===== src/verilog/pmcf_pkg.sv =====
// Constants for the monitor filter and authentication status bank.
// Assumes a single 200 MHz clock and the external debug register port.
// What this block does
// - Mirror four noninvasive auth fields from debug status
// - Invasive auth fields always read zero
// - Auth status read-only when powered, else error
// - Auth status power domain follows feature presence
// - Bit 31 set blocks EL1 counting
// - Bit 30 set blocks EL0 counting
// - Nonsecure EL1 counts if bit 29 equals 31
// - Nonsecure EL0 counts if bit 28 equals 30
// - Bit 27 enables EL2 counting
// - EL3 counts when bit 26 matches bit 31
// - Secure EL2 counts if bits 24, 27 differ
// - Realm EL1 counts if bit 22 equals 31
// - Realm EL0 counts if bit 21 equals 30
// - Realm EL2 counts if bits 20, 27 differ
// - Reset clears filter for 32-bit, unknown otherwise
// - External debug reset leaves filter unchanged
// - Filter access by power, locks, permission, soft lock
package pmcf_pkg;
    // Register offsets
    localparam logic [11:0] CYCLE_COUNT_FILTER_OFS = 12'h47C;
    localparam logic [11:0] MONITOR_AUTH_STATUS_OFS = 12'hFB8;
    // Filter field positions
    localparam int EL1_EXCL_BIT = 31;
    localparam int EL0_EXCL_BIT = 30;
    localparam int NS_EL1_BIT = 29;
    localparam int NS_EL0_BIT = 28;
    localparam int EL2_EN_BIT = 27;
    localparam int EL3_BIT = 26;
    localparam int S_EL2_BIT = 24;
    localparam int RL_EL1_BIT = 22;
    localparam int RL_EL0_BIT = 21;
    localparam int RL_EL2_BIT = 20;
    // Value after reset of the filter
    localparam logic [31:0] FILTER_RESET_VAL = 32'h0000_0000;
    // Counter width
    localparam int CNT_W = 64;
    // Exception levels
    typedef enum logic [1:0] {
        PMCF_EL0 = 2'b00,
        PMCF_EL1 = 2'b01,
        PMCF_EL2 = 2'b10,
        PMCF_EL3 = 2'b11
    } pmcf_el_t;
    // Security states
    typedef enum logic [1:0] {
        PMCF_SEC = 2'b00,
        PMCF_NSEC = 2'b01,
        PMCF_ROOT = 2'b10,
        PMCF_REALM = 2'b11
    } pmcf_sec_t;
endpackage


===== src/verilog/pmcf_cycle_counter.sv =====
// Cycle counter that steps on every clock its enable is high.
// Assumes the enable comes from logic on the same clock.
module pmcf_cycle_counter #(
    parameter int W = 64
) (
    input wire logic clk,
    input wire logic rst_n,
    input wire logic count_en,
    output logic [W-1:0] count
);
    // Counter register
    logic [W-1:0] count_ff;
    logic [W-1:0] nxt_count;

    // Step when enabled
    assign nxt_count = count_en ? count_ff + {{(W-1){1'b0}}, 1'b1} : count_ff;

    // Count register
    always_ff @(posedge clk or negedge rst_n) begin
        if (!rst_n) begin
            count_ff <= '0;
        end else begin
            count_ff <= nxt_count;
        end
    end

    assign count = count_ff;
endmodule


===== src/verilog/pmcf_regs.sv =====
// Filter register, authentication status and filtered cycle counter.
// Assumes the debug port, lock and power signals are on CLK; the
// debug authentication fields are pins and are synchronised here.
module pmcf_regs #(
    parameter bit HAS_EL2 = 1'b1,
    parameter bit HAS_EL3 = 1'b1,
    parameter bit HAS_SEL2 = 1'b1,
    parameter bit HAS_RME = 1'b1,
    parameter bit HAS_DOPD = 1'b1
) (
    input wire logic CLK,
    input wire logic RST_N,
    input wire logic RST_32BIT,
    input wire logic EXT_DBG_RST,
    input wire logic CORE_POWERED,
    input wire logic DOUBLE_LOCK,
    input wire logic OS_LOCK,
    input wire logic EXT_ACCESS_OK,
    input wire logic SOFT_LOCK,
    input wire logic SEL2_ENABLED,
    input wire logic [1:0] ROOT_NONINVASIVE_FIELD,
    input wire logic [1:0] REALM_NONINVASIVE_FIELD,
    input wire logic [1:0] SECURE_NONINVASIVE_FIELD,
    input wire logic [1:0] NONSECURE_NONINVASIVE_FIELD,
    input wire pmcf_pkg::pmcf_el_t CUR_EL,
    input wire pmcf_pkg::pmcf_sec_t CUR_SEC,
    input wire logic DBG_SEL,
    input wire logic DBG_WR,
    input wire logic [11:0] DBG_ADDR,
    input wire logic [31:0] DBG_WDATA,
    output logic [31:0] DBG_RDATA,
    output logic DBG_ERR,
    output logic DBG_READY,
    output logic [pmcf_pkg::CNT_W-1:0] CYCLE_COUNTER
);
    import pmcf_pkg::*;

    // Writable mask built from features present
    localparam logic [31:0] WR_MASK = {2'b11, HAS_EL3, HAS_EL3, HAS_EL2, HAS_EL3, 1'b0,
        HAS_SEL2 & HAS_EL3, 1'b0, HAS_RME, HAS_RME, HAS_RME, 20'h00000};

    // Filter register
    logic [31:0] filter_ff;
    logic [31:0] nxt_filter;
    // Read answer registers
    logic [31:0] rdata_ff;
    logic [31:0] nxt_rdata;
    logic err_ff;
    logic nxt_err;
    logic ready_ff;
    // Two-stage synchronisers for auth field pins
    logic [7:0] auth_s1_ff;
    logic [7:0] auth_s2_ff;
    // Low only until the first edge after reset; read by the reset checks
    logic rst_seen_ff;

    // Address decode
    wire hit_filter = DBG_SEL && (DBG_ADDR == CYCLE_COUNT_FILTER_OFS);
    wire hit_auth = DBG_SEL && (DBG_ADDR == MONITOR_AUTH_STATUS_OFS);
    // Access conditions
    wire filter_open = CORE_POWERED && !DOUBLE_LOCK && !OS_LOCK && EXT_ACCESS_OK;
    wire filter_rw = filter_open && !SOFT_LOCK;
    wire auth_open = !HAS_DOPD || CORE_POWERED;
    wire filter_wr = hit_filter && DBG_WR && filter_rw;
    // Bits hidden from readers and from the verdicts while their feature is off
    wire [31:0] hide_mask = SEL2_ENABLED ? 32'h0000_0000 : 32'h0100_0000;
    // Secure EL2 bit reads zero when secure EL2 is disabled
    wire [31:0] filter_view = filter_ff & ~hide_mask;

    // Authentication status word
    wire [31:0] auth_word = {4'h0, auth_s2_ff[7:6], 2'b00, 8'h00, auth_s2_ff[5:4], 2'b00,
        4'h0, auth_s2_ff[3:2], 2'b00, auth_s2_ff[1:0], 2'b00};

    // Next filter value on a permitted write
    assign nxt_filter = filter_wr ? (DBG_WDATA & WR_MASK) : filter_ff;

    // Read data and error
    always_comb begin
        nxt_rdata = 32'h0000_0000;
        nxt_err = 1'b0;
        if (hit_auth) begin
            // Auth is read-only; write ignored but no error when open
            nxt_err = !auth_open;
            nxt_rdata = auth_open ? auth_word : 32'h0000_0000;
        end else if (hit_filter) begin
            nxt_err = !filter_open;
            nxt_rdata = filter_open ? filter_view : 32'h0000_0000;
        end else if (DBG_SEL) begin
            nxt_err = 1'b1;
        end
    end

    // Per-level verdicts of the filter for the current state
    logic el1_ok; // EL1 may count
    logic el0_ok; // EL0 may count
    logic el2_ok; // EL2 may count
    logic el3_ok; // EL3 may count
    logic pass; // Current cycle may count
    // Filter as the counting logic sees it
    wire [31:0] f = filter_view;
    always_comb begin
        el1_ok = !f[EL1_EXCL_BIT];
        if (CUR_SEC == PMCF_NSEC && HAS_EL3) begin
            el1_ok = f[NS_EL1_BIT] == f[EL1_EXCL_BIT];
        end else if (CUR_SEC == PMCF_REALM && HAS_RME) begin
            el1_ok = f[RL_EL1_BIT] == f[EL1_EXCL_BIT];
        end
        el0_ok = !f[EL0_EXCL_BIT];
        if (CUR_SEC == PMCF_NSEC && HAS_EL3) begin
            el0_ok = f[NS_EL0_BIT] == f[EL0_EXCL_BIT];
        end else if (CUR_SEC == PMCF_REALM && HAS_RME) begin
            el0_ok = f[RL_EL0_BIT] == f[EL0_EXCL_BIT];
        end
        el2_ok = HAS_EL2 && f[EL2_EN_BIT];
        if (CUR_SEC == PMCF_SEC && HAS_SEL2 && HAS_EL3) begin
            el2_ok = f[S_EL2_BIT] != f[EL2_EN_BIT];
        end else if (CUR_SEC == PMCF_REALM && HAS_RME) begin
            el2_ok = f[RL_EL2_BIT] != f[EL2_EN_BIT];
        end
        el3_ok = HAS_EL3 && (f[EL3_BIT] == f[EL1_EXCL_BIT]);
        case (CUR_EL)
            PMCF_EL0: pass = el0_ok;
            PMCF_EL1: pass = el1_ok;
            PMCF_EL2: pass = el2_ok;
            default: pass = el3_ok;
        endcase
    end

    // Counter steps only on passing cycles
    pmcf_cycle_counter #(.W(CNT_W)) u_cnt (
        .clk(CLK),
        .rst_n(RST_N),
        .count_en(pass),
        .count(CYCLE_COUNTER)
    );

    // Filter storage; external debug reset does not touch it
    always_ff @(posedge CLK or negedge RST_N) begin
        if (!RST_N) begin
            filter_ff <= FILTER_RESET_VAL;
        end else begin
            filter_ff <= nxt_filter;
        end
    end

    // First-edge marker: zero is a legal reset value for both reset targets
    always_ff @(posedge CLK or negedge RST_N) begin
        if (!RST_N) begin
            rst_seen_ff <= 1'b0;
        end else begin
            rst_seen_ff <= 1'b1;
        end
    end

    // Auth pin synchronisers
    always_ff @(posedge CLK or negedge RST_N) begin
        if (!RST_N) begin
            auth_s1_ff <= 8'h00;
            auth_s2_ff <= 8'h00;
        end else begin
            auth_s1_ff <= {ROOT_NONINVASIVE_FIELD, REALM_NONINVASIVE_FIELD,
                SECURE_NONINVASIVE_FIELD, NONSECURE_NONINVASIVE_FIELD};
            auth_s2_ff <= auth_s1_ff;
        end
    end

    // Answer registers
    always_ff @(posedge CLK or negedge RST_N) begin
        if (!RST_N) begin
            rdata_ff <= 32'h0000_0000;
            err_ff <= 1'b0;
            ready_ff <= 1'b0;
        end else begin
            rdata_ff <= nxt_rdata;
            err_ff <= nxt_err;
            ready_ff <= DBG_SEL;
        end
    end

    assign DBG_RDATA = rdata_ff;
    assign DBG_ERR = err_ff;
    assign DBG_READY = ready_ff;

    // Assertions
    // Helper terms naming the state each check looks at
    wire in_sec = CUR_SEC == PMCF_SEC; // Secure state
    wire in_nsec = CUR_SEC == PMCF_NSEC; // Non-secure state
    wire in_realm = CUR_SEC == PMCF_REALM; // Realm state
    wire at_el0 = CUR_EL == PMCF_EL0; // Running at EL0
    wire at_el1 = CUR_EL == PMCF_EL1; // Running at EL1
    wire at_el2 = CUR_EL == PMCF_EL2; // Running at EL2
    wire at_el3 = CUR_EL == PMCF_EL3; // Running at EL3
endmodule


===== config.mk =====
export PLATFORM = sky130hd
export DESIGN_NAME = pmcf_regs
export DESIGN_NICKNAME = d
export VERILOG_FILES = /design/src/verilog/pmcf_pkg.sv /design/src/verilog/pmcf_cycle_counter.sv /design/src/verilog/pmcf_regs.sv
export SDC_FILE = /design/constraint.sdc
export NUM_CORES = 1
export LEC_CHECK = 0
export CAP_MARGIN = 15
export CORE_MARGIN = 2
export CORE_UTILIZATION = 55
export CTS_CLUSTER_DIAMETER = 150
export DETAILED_ROUTE_END_ITERATION = 7
export DONT_BUFFER_PORTS = 1
export PLACE_DENSITY = 0.73
export SLEW_MARGIN = 10
export SYNTH_ARGS = -nofsm -noshare
export SYNTH_HDL_FRONTEND = slang
export SYNTH_SLANG_ARGS = --single-unit

===== constraint.sdc =====
create_clock -name CLK -period 4.85 [get_ports CLK]
set_input_delay 0.485 -clock CLK [delete_from_list [all_inputs] [get_ports CLK]]
set_output_delay 0.485 -clock CLK [all_outputs]
set_load 0.02 [all_outputs]

==> flow_summary.json <==
{
  "dp_cells": 510,
  "r2r_cells": 6,
  "required_ps": 5130,
  "cpPeakStageDelay_ps": 600,
  "max_freq_mhz": 344.7,
  "grt_max_degree": 109,
  "syn_avg_cell_area_sq_um": 11.66,
  "dpl-instance-area_sq_um": 4866,
  "cap_violations": 0,
  "cts_tree": "done",
  "hpwl_um": 6751,
  "nNetsFinal": 484,
  "crit_chain": "and3_1 -> nand3_1 -> or4_1 -> or3_1 -> and4bb_1 -> xor2_1",
  "remaining_drc_errors": 0,
  "clk_pin_slew_ps": 100,
  "post-route-period-util_pct": 59.81,
  "holdCritPathClass": "in2async",
  "yosys_warnings": 0,
  "rsz0062_at_grt": "false",
  "routed_wl_um": 9902,
  "cts_buffers": 9,
  "clockBufferDepth": 2,
  "status": "complete, no violations",
  "cts_setup_buffers": 0,
  "via_per_inst": 5.909,
  "end_kind": "register",
  "drive_gt1_share_pct": 10.00,
  "htree_num_levels": 3,
  "synthDistinctLibCells": 39,
  "synth_flop_cell": "dfrtp_1",
  "num_rows": 34,
  "antenna_found_initial": 0,
  "netlist_instances": 416,
  "routabilityCongestion": 0.8286,
  "path_depth": 6,
  "clock_sinks": 108,
  "vias": 3120,
  "ios": 166,
  "initial_core_util_pct": 56.17,
  "ant_nets": 0,
  "slew_headroom_pct": 42.35,
  "final.min_clock_period_ps": 2901,
  "crit_path_start_kind": "register",
  "grt_pass1_vias": 3108,
  "layout-area-overhead-vs-synth_pct": 4.514,
  "die_x_um": 97.92,
  "grt_usage_pct": 21.02,
  "setup_violations": 0,
  "num-fill-cells": 700,
  "first_pass_iters": 5,
  "fin_setup_tns_ps": 0,
  "ctsHoldBuffers": 1,
  "critical_path.slowest_cell": "or4_1",
  "portBuffers": 0,
  "ir_drop_v": 0.0001861,
  "path_class": "reg2reg",
  "clkLatencyLatePin_ps": 360,
  "fin_cells": 528,
  "async_reset_ff_share_pct": 100.0,
  "avgRoutedWirePerCell_um": 18.75,
  "cp_num_buf_inv": 0,
  "cts_resized": 0,
  "die_y_um": 97.92,
  "synth_edf_count": 0,
  "design_area_sq_um": 5070,
  "cpLargestDelayFamily": "simple AND/OR/NAND/NOR gates",
  "cp.arrival_ps": 3180,
  "ys_ff_latch": 108,
  "worst_hold_slack_ps": 58.93,
  "power.total_mw": 1.698,
  "grt_overflow": 0,
  "worstMarginPinSlew_ps": 864.7,
  "path_max_fanout": 9,
  "netlist_area_sq_um": 4851,
  "n_antenna_cell": 0,
  "final-max-slew-violation-count": 0,
  "grt_pass1_wl_um": 16200,
  "power_density_nw_per_um2": 334.9,
  "dieArea_sq_um": 9587,
  "drt-initial-drc-count": 207,
  "hold_violations": 0,
  "leakagePower_nw": 2.128,
  "synth-seq-area-share_pct": 55.71,
  "skew_ps": 14.66,
  "cts-root-buf": "clkbuf_8",
  "core-area_sq_um": 8636
}
## cell type report
cell class              instances  area, sq um  area share (%)
multi-input cells             290         2009           39.63
flip-flops and latches        108         2703           53.31
inverters                       3        11.26          0.2221
repair buffers                  3        42.54          0.8391
clock buffers                  10        127.6           2.517
well taps                     108        135.1           2.665
clock inverters                 6        41.29          0.8144
## cell usage in the layout (no fill, tap or decap), types with 3 or more instances in the layout
cell	count
and2_1	15
and3_1	11
and4_1	5
clkbuf_8	9
clkinvlp_4	3
conb_1	16
dfrtp_1	108
inv_1	3
mux2_2	10
nand2_1	35
nand3_1	24
nand4_1	28
nor2_1	13
nor3_1	19
nor4_1	12
nor4_2	6
nor4b_1	3
xnor2_1	31
xor2_1	40
## path summary, 6_finish.rpt
kind	start	endpoint	slack, ps
worst max register to register	u_cnt.count[28]	u_cnt.count[61]	1950
worst min register to register	auth_s1_ff[2]	auth_s2_ff[2]	350
min in group CLK	NONSECURE_NONINVASIVE_FIELD[1]	auth_s1_ff[1]	150
max in group asynchronous	RST_N	auth_s1_ff[2]	4400
worst max-delay path	u_cnt.count[28]	u_cnt.count[61]	1950
worst min-delay path	RST_N	u_cnt.count[58]	60
## Yosys cell counts (8+ instances only)
cell type    n  share of area, %
mux2_2      10               2.3
xnor2_1     31               5.6
nand2_1     35               2.7
clkbuf_1     8              0.62
nor4_1      12               1.5
nor2_1      13               1.0
and3_1      11               1.4
and2_1      15               1.9
dfrtp_1    108                56
xor2_1      40               7.2
nand3_1     24               2.5
nor3_1      19               2.0
nand4_1     28               3.6
buf_4       16               2.5
## cell families (layout without fill, tap and decap cells)
kind of cell	Yosys count	count (layout)	share of synthesized area (%)
simple gates	184	184	22.49
fa+ha+maj	1	1	0.2579
flops	108	108	55.71
other cells	1	16	0.07731
compound gates	4	4	0.7739
xor+xnor	71	71	12.82
mux	14	14	3.714
buf+inv	33	22	4.153
## state kept, by name, indices dropped and copies added (netlist names)
name         cells
DBG_ERR          1
DBG_RDATA       16
DBG_READY        1
auth_s1_ff       8
auth_s2_ff       8
filter_ff       10
u_cnt.count     64
## power breakdown
part	switching, mW	internal, mW
Clock	0.298	0.186
Combinational	0.0866	0.0516
Sequential	0.126	0.949
## through the flow
| step | setup WS (ps) | utilization [%] |
|---|---|---|
| global route | 1817 | 58.71 |
| global placement | 2065 | 56.35 |
| floorplan | 2425 | - |
| detailed placement | 2007 | 56.35 |
| finish | 1949 | 58.71 |
| CTS | 1981 | 58.62 |
## per-layer routing
| metal | vias to the layer above | share of wire [%] | track usage [%] |
|---|---|---|---|
| li1 | 1423 | - | - |
| met1 | 1573 | 41 | 27.08 |
| met2 | 106 | 49 | 32.72 |
| met3 | 18 | 8.1 | 7.731 |
| met4 | 0 | 1.9 | 8.013 |
| met5 | - | 0 | 0 |
## worst reg2reg max path, delay by kind of cell (launching register included)
kind	cells	cell delay (ps)
flip-flops	1	550
XOR/XNOR	1	180
AND/OR/NAND/NOR	5	2100
No activity file was read; power rests on OpenSTA's default activity.
